## config.mk

```make
export PLATFORM = sky130hd
export DESIGN_NAME = int_osc_clock_divider
export DESIGN_NICKNAME = d
export VERILOG_FILES = /design/src/osc_clk_pkg.sv /design/src/int_osc_model.sv /design/src/int_osc_clock_divider.sv
export VERILOG_INCLUDE_DIRS = /design/src
export SDC_FILE = /design/constraint.sdc
export NUM_CORES = 1
export LEC_CHECK = 0
export BUFFER_PORTS_ARGS = -buffer_cell sky130_fd_sc_hd__buf_4
export CORE_MARGIN = 3
export CORE_UTILIZATION = 56
export DETAILED_ROUTE_END_ITERATION = 8
export GPL_ROUTABILITY_DRIVEN = 0
export GPL_TIMING_DRIVEN = 0
export HOLD_SLACK_MARGIN = 0.08
export PLACE_DENSITY = 0.85
export SLEW_MARGIN = 20
export SYNTH_ARGS = -nofsm -noshare
export SYNTH_HDL_FRONTEND = slang
export SYNTH_HIERARCHICAL = 1
export SYNTH_SLANG_ARGS = --single-unit
```

## constraint.sdc

```tcl
create_clock -name aclk -period 5.2 [get_ports aclk]
set_input_delay 0.78 -clock aclk [delete_from_list [all_inputs] [get_ports aclk]]
set_output_delay 0.78 -clock aclk [all_outputs]
set_load 0.02 [all_outputs]
```

## src/osc_clk_defines.svh

```systemverilog
/*
 * offsets, field positions, reset values and timing counts of the internal
 * oscillator clock controller.
 * assumes a 100 MHz bus clock; register indices are word indices.
 */
`ifndef OSC_CLK_DEFINES_SVH
`define OSC_CLK_DEFINES_SVH

// register indices; byte address is four times the index
`define CTRL_INDEX       8'h8a
`define TRIM_INDEX       8'h8b
`define CSEL_INDEX       8'h8c
`define MCD_INDEX        8'h8d
`define REG_ADDR(idx)    {2'h0, idx, 2'h0}

// register fields and reset values
`define CTRL_EN_BIT      7
`define CTRL_RDY_BIT     6
`define CTRL_RESET       8'hc0
`define TRIM_RESET       8'hfb
`define CSEL_RESET       1'h0
`define MCD_EN_BIT       0
`define MCD_FLAG_BIT     1

// internal oscillator model: tick rate = bus clock * trim / 2**ACC_W
`define ACC_W            10
`define OSC_SETTLE_TICKS 4'h8

// bus answers
`define RESP_OKAY        2'h0
`define RESP_SLVERR      2'h2

// timing
`define CLK_PERIOD_NS    10
`define MCD_TIMEOUT_US   220
`define MCD_MIN_US       100
`define MCD_MAX_US       500
`define MCD_TIMEOUT_CYC  ((`MCD_TIMEOUT_US * 1000) / `CLK_PERIOD_NS)
`define MCD_CNT_W        16

`endif

```

## src/osc_clk_pkg.sv

```systemverilog
/*
 * types of the internal oscillator clock controller.
 * assumes osc_clk_defines.svh is compiled alongside.
 */
`include "osc_clk_defines.svh"

package osc_clk_pkg;

    typedef enum logic [2:0] {SEL_NONE, SEL_CTRL, SEL_TRIM, SEL_CSEL, SEL_MCD} reg_sel_t;

    typedef struct packed {
        logic [`ACC_W-1:0] acc;
        logic              tick;
    } osc_state_t;

    typedef struct packed {
        logic                  osc_en;
        logic                  ready;
        logic [1:0]            div_sel;
        logic [7:0]            trim;
        logic                  clk_src;
        logic                  mcd_en;
        logic                  mcd_flag;
        logic [3:0]            settle;
        logic [2:0]            div_cnt;
        logic                  core_tick;
        logic [`MCD_CNT_W-1:0] mcd_cnt;
        logic                  reset_req;
    } clk_state_t;

    typedef struct packed {
        logic        awready;
        logic        wready;
        logic        bvalid;
        logic [1:0]  bresp;
        logic        arready;
        logic        rvalid;
        logic [1:0]  rresp;
        logic [31:0] rdata;
        logic [11:0] waddr;
        logic [7:0]  wdata;
        logic        wlane;
    } axi_state_t;

    typedef struct packed {
        clk_state_t clk;
        axi_state_t axi;
    } top_state_t;

endpackage : osc_clk_pkg

```

## src/int_osc_model.sv

```systemverilog
/*
 * programmable internal oscillator, modelled as a phase accumulator that
 * issues one tick per oscillator period.
 * assumes the caller holds trim steady between writes.
 */
`timescale 1ns/1ps
`default_nettype none
`include "osc_clk_defines.svh"

module int_osc_model (
    // clock and reset
    input  wire logic       aclk,
    input  wire logic       aresetn,
    // control
    input  wire logic       run,
    input  wire logic [7:0] trim,
    // oscillator period tick
    output var  logic       tick
);

    osc_clk_pkg::osc_state_t s;
    osc_clk_pkg::osc_state_t next_s;
    logic [`ACC_W:0]         sum;

    // an 8-bit trim against a 10-bit accumulator caps the rate below a quarter of aclk
    always_comb begin
        sum    = {1'b0, s.acc} + {3'h0, trim};
        next_s = s;
        next_s.tick = 1'b0;
        if (run) begin
            next_s.acc  = sum[`ACC_W-1:0];
            next_s.tick = sum[`ACC_W];
        end
    end

    always_ff @(posedge aclk) begin
        if (!aresetn) begin
            s <= '0;
        end else begin
            s <= next_s;
        end
    end

    assign tick = s.tick;

endmodule : int_osc_model
`default_nettype wire

```

## src/int_osc_clock_divider.sv

```systemverilog
/*
 * internal oscillator control, core clock divider, clock source select and
 * missing clock detector behind an AXI4-Lite register slave.
 * assumes ext_osc_tick and ext_osc_valid are synchronous to aclk.
 */
// Added by the designer: the AXI4-Lite slave port.
//
// Function
// - after reset the internal oscillator is the core clock source.
// - a writable trim sets the oscillator period; reset value gives 24.5 MHz.
// - divide select 00 by 8, 01 by 4, 10 by 2, 11 by 1.
// - control bit 7 enables the oscillator; reads 1 after reset.
// - enabled missing clock detector requests reset after timeout without core tick.
// - source select 1 external, 0 internal; switch only to settled sources.
`timescale 1ns/1ps
`default_nettype none
`include "osc_clk_defines.svh"

module int_osc_clock_divider #(
    parameter int MCD_TIMEOUT = `MCD_TIMEOUT_CYC
) (
    // clock and reset
    input  wire logic        aclk,
    input  wire logic        aresetn,
    // axi4-lite write
    input  wire logic [11:0] awaddr,
    input  wire logic [2:0]  awprot,
    input  wire logic        awvalid,
    output var  logic        awready,
    input  wire logic [31:0] wdata,
    input  wire logic [3:0]  wstrb,
    input  wire logic        wvalid,
    output var  logic        wready,
    output var  logic [1:0]  bresp,
    output var  logic        bvalid,
    input  wire logic        bready,
    // axi4-lite read
    input  wire logic [11:0] araddr,
    input  wire logic [2:0]  arprot,
    input  wire logic        arvalid,
    output var  logic        arready,
    output var  logic [31:0] rdata,
    output var  logic [1:0]  rresp,
    output var  logic        rvalid,
    input  wire logic        rready,
    // external oscillator
    input  wire logic        ext_osc_tick,
    input  wire logic        ext_osc_valid,
    // clock outputs
    output var  logic        core_clk_en,
    output var  logic        clock_source,
    output var  logic        osc_running,
    output var  logic        mcd_reset_req
);

    localparam logic [`MCD_CNT_W-1:0] MCD_LAST = `MCD_CNT_W'(MCD_TIMEOUT - 1);
    localparam logic [7:0]            CTRL_RST = `CTRL_RESET;

    osc_clk_pkg::top_state_t s;
    osc_clk_pkg::top_state_t next_s;
    osc_clk_pkg::reg_sel_t   wsel;
    osc_clk_pkg::reg_sel_t   rsel;
    logic                    osc_tick;
    logic                    wr_go;
    logic                    wr_en;
    logic [7:0]              wd;

    function automatic osc_clk_pkg::reg_sel_t decode(input logic [11:0] a);
        case (a)
            `REG_ADDR(`CTRL_INDEX): decode = osc_clk_pkg::SEL_CTRL;
            `REG_ADDR(`TRIM_INDEX): decode = osc_clk_pkg::SEL_TRIM;
            `REG_ADDR(`CSEL_INDEX): decode = osc_clk_pkg::SEL_CSEL;
            `REG_ADDR(`MCD_INDEX):  decode = osc_clk_pkg::SEL_MCD;
            default:                decode = osc_clk_pkg::SEL_NONE;
        endcase
    endfunction : decode

    // mask of divider counter bits that must all be set for a core tick
    function automatic logic [2:0] divide_mask(input logic [1:0] sel);
        case (sel)
            2'h0:    divide_mask = 3'h7;
            2'h1:    divide_mask = 3'h3;
            2'h2:    divide_mask = 3'h1;
            default: divide_mask = 3'h0;
        endcase
    endfunction : divide_mask

    int_osc_model u_osc (
        .aclk    (aclk),
        .aresetn (aresetn),
        .run     (s.clk.osc_en),
        .trim    (s.clk.trim),
        .tick    (osc_tick)
    );

    assign wsel  = decode(s.axi.waddr);
    assign rsel  = decode(araddr);
    assign wr_go = !s.axi.awready && !s.axi.wready && !s.axi.bvalid;
    assign wr_en = wr_go && s.axi.wlane;
    assign wd    = s.axi.wdata;

    always_comb begin
        next_s = s;
        next_s.clk.core_tick = 1'b0;
        next_s.clk.reset_req = 1'b0;

        // write address and data are taken independently, in either order
        if (awvalid && s.axi.awready) begin
            next_s.axi.awready = 1'b0;
            next_s.axi.waddr   = awaddr;
        end
        if (wvalid && s.axi.wready) begin
            next_s.axi.wready = 1'b0;
            next_s.axi.wdata  = wdata[7:0];
            next_s.axi.wlane  = wstrb[0];
        end
        if (wr_go) begin
            next_s.axi.bvalid = 1'b1;
            next_s.axi.bresp  = (wsel == osc_clk_pkg::SEL_NONE) ? `RESP_SLVERR : `RESP_OKAY;
        end
        if (s.axi.bvalid && bready) begin
            next_s.axi.bvalid  = 1'b0;
            next_s.axi.awready = 1'b1;
            next_s.axi.wready  = 1'b1;
        end

        if (arvalid && s.axi.arready) begin
            next_s.axi.arready = 1'b0;
            next_s.axi.rvalid  = 1'b1;
            next_s.axi.rresp   = `RESP_OKAY;
            next_s.axi.rdata   = 32'h0;
            case (rsel)
                osc_clk_pkg::SEL_CTRL: next_s.axi.rdata[7:0] =
                    {s.clk.osc_en, s.clk.ready, 4'h0, s.clk.div_sel};
                osc_clk_pkg::SEL_TRIM: next_s.axi.rdata[7:0] = s.clk.trim;
                osc_clk_pkg::SEL_CSEL: next_s.axi.rdata[0] = s.clk.clk_src;
                osc_clk_pkg::SEL_MCD:  next_s.axi.rdata[1:0] = {s.clk.mcd_flag, s.clk.mcd_en};
                default:               next_s.axi.rresp = `RESP_SLVERR;
            endcase
        end
        if (s.axi.rvalid && rready) begin
            next_s.axi.rvalid  = 1'b0;
            next_s.axi.arready = 1'b1;
        end

        // register write effects; the ready bit and reserved bits ignore writes
        if (wr_en) begin
            case (wsel)
                osc_clk_pkg::SEL_CTRL: begin
                    next_s.clk.osc_en  = wd[`CTRL_EN_BIT];
                    next_s.clk.div_sel = wd[1:0];
                    if (wd[`CTRL_EN_BIT] != s.clk.osc_en) begin
                        next_s.clk.settle = 4'h0;
                    end
                end
                osc_clk_pkg::SEL_TRIM: begin
                    next_s.clk.trim   = wd;
                    next_s.clk.settle = 4'h0;
                end
                osc_clk_pkg::SEL_CSEL: begin
                    // a request toward an unsettled source is dropped
                    if (wd[0] && ext_osc_valid) begin
                        next_s.clk.clk_src = 1'b1;
                    end else if (!wd[0] && s.clk.osc_en && s.clk.ready) begin
                        next_s.clk.clk_src = 1'b0;
                    end
                end
                osc_clk_pkg::SEL_MCD: begin
                    next_s.clk.mcd_en = wd[`MCD_EN_BIT];
                    if (wd[`MCD_FLAG_BIT]) begin
                        next_s.clk.mcd_flag = 1'b0;
                    end
                end
                default: begin
                end
            endcase
        end

        if (osc_tick && next_s.clk.settle != `OSC_SETTLE_TICKS) begin
            next_s.clk.settle = next_s.clk.settle + 4'h1;
        end
        next_s.clk.ready = next_s.clk.osc_en && (next_s.clk.settle == `OSC_SETTLE_TICKS);

        if (osc_tick) begin
            next_s.clk.div_cnt = s.clk.div_cnt + 3'h1;
        end
        if (!s.clk.clk_src) begin
            next_s.clk.core_tick = osc_tick &&
                ((s.clk.div_cnt & divide_mask(s.clk.div_sel)) == divide_mask(s.clk.div_sel));
        end else begin
            next_s.clk.core_tick = ext_osc_tick;
        end

        // counts cycles since the last core tick; the flag set wins over a clear
        if (!s.clk.mcd_en || s.clk.core_tick) begin
            next_s.clk.mcd_cnt = '0;
        end else if (s.clk.mcd_cnt == MCD_LAST) begin
            next_s.clk.mcd_cnt   = '0;
            next_s.clk.reset_req = 1'b1;
            next_s.clk.mcd_flag  = 1'b1;
        end else begin
            next_s.clk.mcd_cnt = s.clk.mcd_cnt + `MCD_CNT_W'(1);
        end
    end

    always_ff @(posedge aclk) begin
        if (!aresetn) begin
            s                 <= '0;
            s.clk.osc_en      <= CTRL_RST[`CTRL_EN_BIT];
            s.clk.ready       <= CTRL_RST[`CTRL_RDY_BIT];
            s.clk.settle      <= `OSC_SETTLE_TICKS;
            s.clk.trim        <= `TRIM_RESET;
            s.clk.clk_src     <= `CSEL_RESET;
            s.axi.awready     <= 1'b1;
            s.axi.wready      <= 1'b1;
            s.axi.arready     <= 1'b1;
        end else begin
            s <= next_s;
        end
    end

    assign awready       = s.axi.awready;
    assign wready        = s.axi.wready;
    assign bvalid        = s.axi.bvalid;
    assign bresp         = s.axi.bresp;
    assign arready       = s.axi.arready;
    assign rvalid        = s.axi.rvalid;
    assign rresp         = s.axi.rresp;
    assign rdata         = s.axi.rdata;
    assign core_clk_en   = s.clk.core_tick;
    assign clock_source  = s.clk.clk_src;
    assign osc_running   = s.clk.osc_en;
    assign mcd_reset_req = s.clk.reset_req;
endmodule : int_osc_clock_divider
`default_nettype wire

```

==> results.tsv <==
stage	metric	value	unit
job	maxcap violations	0	
clocking	Max clock buf depth	2	
synthesis	Post-synth EDFFs	0	
layout	filler instances	585	
worst_setup_path	worst-path fanout max	3	
synthesis	Yosys reg bits	87	
detailed_routing	DRT iter0 DRCs	213	
layout	fin area	5150	um^2
worst_setup_path	Worst setup EP type	flop	
detailed_routing	Detailed Route WL	10000	um
synthesis	Cell variety after synth	61	
global_routing	GRT overflow	0	
pwr	Final Power	1.59	mW
layout	Layout area overhead	20.6	%
global_routing	GR met1 Demand/Resource	0.298	
global_routing	first-pass GRT wire length	16400	um
layout	Final Non-Filler Cells	701	
clocking	H-tree depth	3	
layout	Sequential Area	1740	um^2
worst_setup_path	Critical Path AT	2.33	ns
timing	skew final	0.00952	ns
detailed_routing	DRC	0	
floorplan	Row Count	31	
clocking	Post-CTS Repair Setup Buffers	0	
layout	ANT cells	0	
timing	fin crit period	2.08	ns
floorplan	Initial Util	0.583	
floorplan	Core ar.	7330	um^2
worst_setup_path	Reg2Reg Setup Slack	3.12	ns
floorplan	# IOs	120	
run_status	outcome	finished, final reports clean	
pwr	PD cells	308	nW/um^2
timing	setup violators final	0	
global_routing	GR Util met3	0.0402	
global_routing	Most Crowded Layer GR	met2	
synthesis	Syn Area/Cell	8.49	um^2
floorplan	die height	93.3	um
clocking	CTS Buf Count	9	
worst_setup_path	CP Launch Point	s[90]	
detailed_routing	via count	3835	
timing	maximum clock frequency	0.481	GHz
clocking	Worst-path clk slew	0.09	ns
placed_design	dpl cells	686	
worst_setup_path	CP startpoint kind	flop	
detailed_routing	DR vias/cell	5.47	
detailed_routing	wire per inst	14.3	um
placed_design	hpwl dp	7490	um
placed_design	number of port buffers	59	
timing	Final Slew Violations	0	
clocking	hold_buf cts	0	
worst_setup_path	R2R depth	8	
timing	Slew HR	0.505	
timing	fin crit share	0.400	
synthesis	Seq/Total Area, Yosys	0.408	
global_routing	initial antenna violation count	0	
synthesis	Synth Warn #	6	
worst_setup_path	Critical Path End	u_osc/s[9]	
global_routing	M2 GR Usage	0.380	
synthesis	ys async rst share	0	
clocking	CTS tree	done	
pwr	Leak	2.07	nW
floorplan	Die X	93.3	um
synthesis	Cell Area, Synth	4270	um^2
worst_hold_path	Hold WC Path Type	reg -> reg	
worst_setup_path	Critical R2R Capture	u_osc/s[9]	
pwr	Max IR drop VDD	0.151	mV
placed_design	worst slack, placed	2.79	ns
timing	setup ws final	3.12	ns
detailed_routing	Detailed Routing Iterations Pass 1	5	
global_routing	overall track demand over capacity in global routing	0.235	
global_routing	largest net degree at the start of global routing	15	
synthesis	Cells after Synth	503	
layout	area taken by multi-input logic gates	2200	um^2
floorplan	die area	8710	um^2
layout	share of cells above drive strength 1	0.209	
synthesis	Synth Flop Type	dfxtp_1	
clocking	root buf cell	clkbuf_8	
global_routing	vias in the first global route	3643	
clocking	latest clock arrival within the worst-skew pair	0.36	ns
detailed_routing	final antenna-violating net count	0	
layout	Final #Nets	684	
worst_setup_path	R2R Path Start	s[90]	
worst_setup_path	worst setup path class	reg -> reg	
clocking	cts repair resizes	0	
placed_design	DP Area	4930	um^2
worst_setup_path	Worst Path Required	5.45	ns
clocking	clk sinks	87	
timing	Worst-Margin Slew	0.735	ns
timing	unrepaired setup endpoints after global routing	no	
timing	Fin Setup TNS	0	ns
timing	Fin. Hold Viols	0	
sequential cells by signal, indices dropped and copies added, names as in the netlist, 8 cells and up:
register	count
rdata	8
s	49
u_osc/s	10
wd	8
cells by family (layout without fill, tap and decap cells):
family,count (synthesis),after routing,share of synthesized area
fa+ha+maj,11,11,0.0340
mux,9,9,0.0220
other cells,1,26,0.000878
xor+xnor,25,25,0.0513
compound gates,95,95,0.140
flops,87,87,0.408
simple gates,200,200,0.244
buf+inv,75,149,0.0999
cells in the final DEF (no fill, tap or decap), drive strengths merged, types with 8 or more instances in the layout:
cell type / n
nand3: 32
inv: 18
clkbuf: 28
nand4: 21
nor2: 32
xnor2: 15
a21oi: 47
buf: 98
o31ai: 8
o21ai: 16
dfxtp: 87
conb: 26
xor2: 10
nor3: 10
ha: 10
nand2: 60
how the worst min path moves through the flow:
stage | slack (ns) | to | cells after the start | startpoint
global route | 0.49 | rdata[0] | 2 | rdata[0]
finish | 0.46 | s[18] | 2 | s[18]
floorplan | 0.43 | s[63] | 1 | s[63]
detailed placement | 0.45 | s[18] | 2 | s[18]
global placement | 0.44 | s[18] | 2 | s[18]
CTS | 0.46 | s[18] | 2 | s[18]
worst max-delay path, stage by stage (launching register included):
cell	delay, ns
dfxtp_1	0.37
ha_1	0.21
inv_1	0.06
fa_1	0.40
nand2b_1	0.20
a21oi_1	0.28
o221ai_2	0.17
xnor2_1	0.14
and2_1	0.15
cells in the mapped netlist, drive strengths merged, types with 2 or more instances:
library cell	count	area share
dfxtp	87	0.41
nand2	60	0.053
a21oi	47	0.056
buf	39	0.068
nand3	32	0.037
nor2	32	0.028
nand4	21	0.031
clkbuf	18	0.016
inv	17	0.015
o21ai	16	0.020
xnor2	15	0.031
ha	10	0.029
nor3	10	0.012
xor2	10	0.021
o31ai	8	0.014
nor2b	7	0.010
mux2i	6	0.014
nor4	6	0.0088
nor4b	5	0.015
and2	4	0.0059
nand2b	4	0.0076
or3	4	0.0059
a32o	3	0.0070
and3b	3	0.0062
mux2	3	0.0079
nand3b	3	0.0053
a21o	2	0.0035
a22oi	2	0.0035
and3	2	0.0029
nor3b	2	0.0035
o211ai	2	0.0035
o21a	2	0.0035
or4	2	0.0044
layer usage:
layer	part of all wire	routed length, um
met3	0.065	653
met2	0.47	4710
met4	0.026	260
met5	0	0
met1	0.44	4380
power by group:
part / switching (mW) / leakage (nW) / internal [mW]
sequential: 0.0292 / 0.709 / 0.705
clock: 0.244 / 0.109 / 0.282
combinational: 0.179 / 1.25 / 0.148
per-stage QoR:
| stage | hold slack, ns | util |
|---|---|---|
| floorplan | 0.426 | - |
| global placement | 0.439 | 0.673 |
| detailed placement | 0.450 | 0.673 |
| CTS | 0.462 | 0.703 |
| global route | 0.488 | 0.703 |
| finish | 0.459 | 0.703 |
cell type report:
cell class                 instances  share of cell area
buffer                            57              0.0697
clock buffer                      10              0.0267
timing repair buffer              59              0.0860
inverter                          18              0.0131
tap                               99              0.0240
sequential                        87               0.338
clock inverter                     5              0.0158
multi-input combinational        366               0.427
No activity file was read; power rests on OpenSTA's default activity.
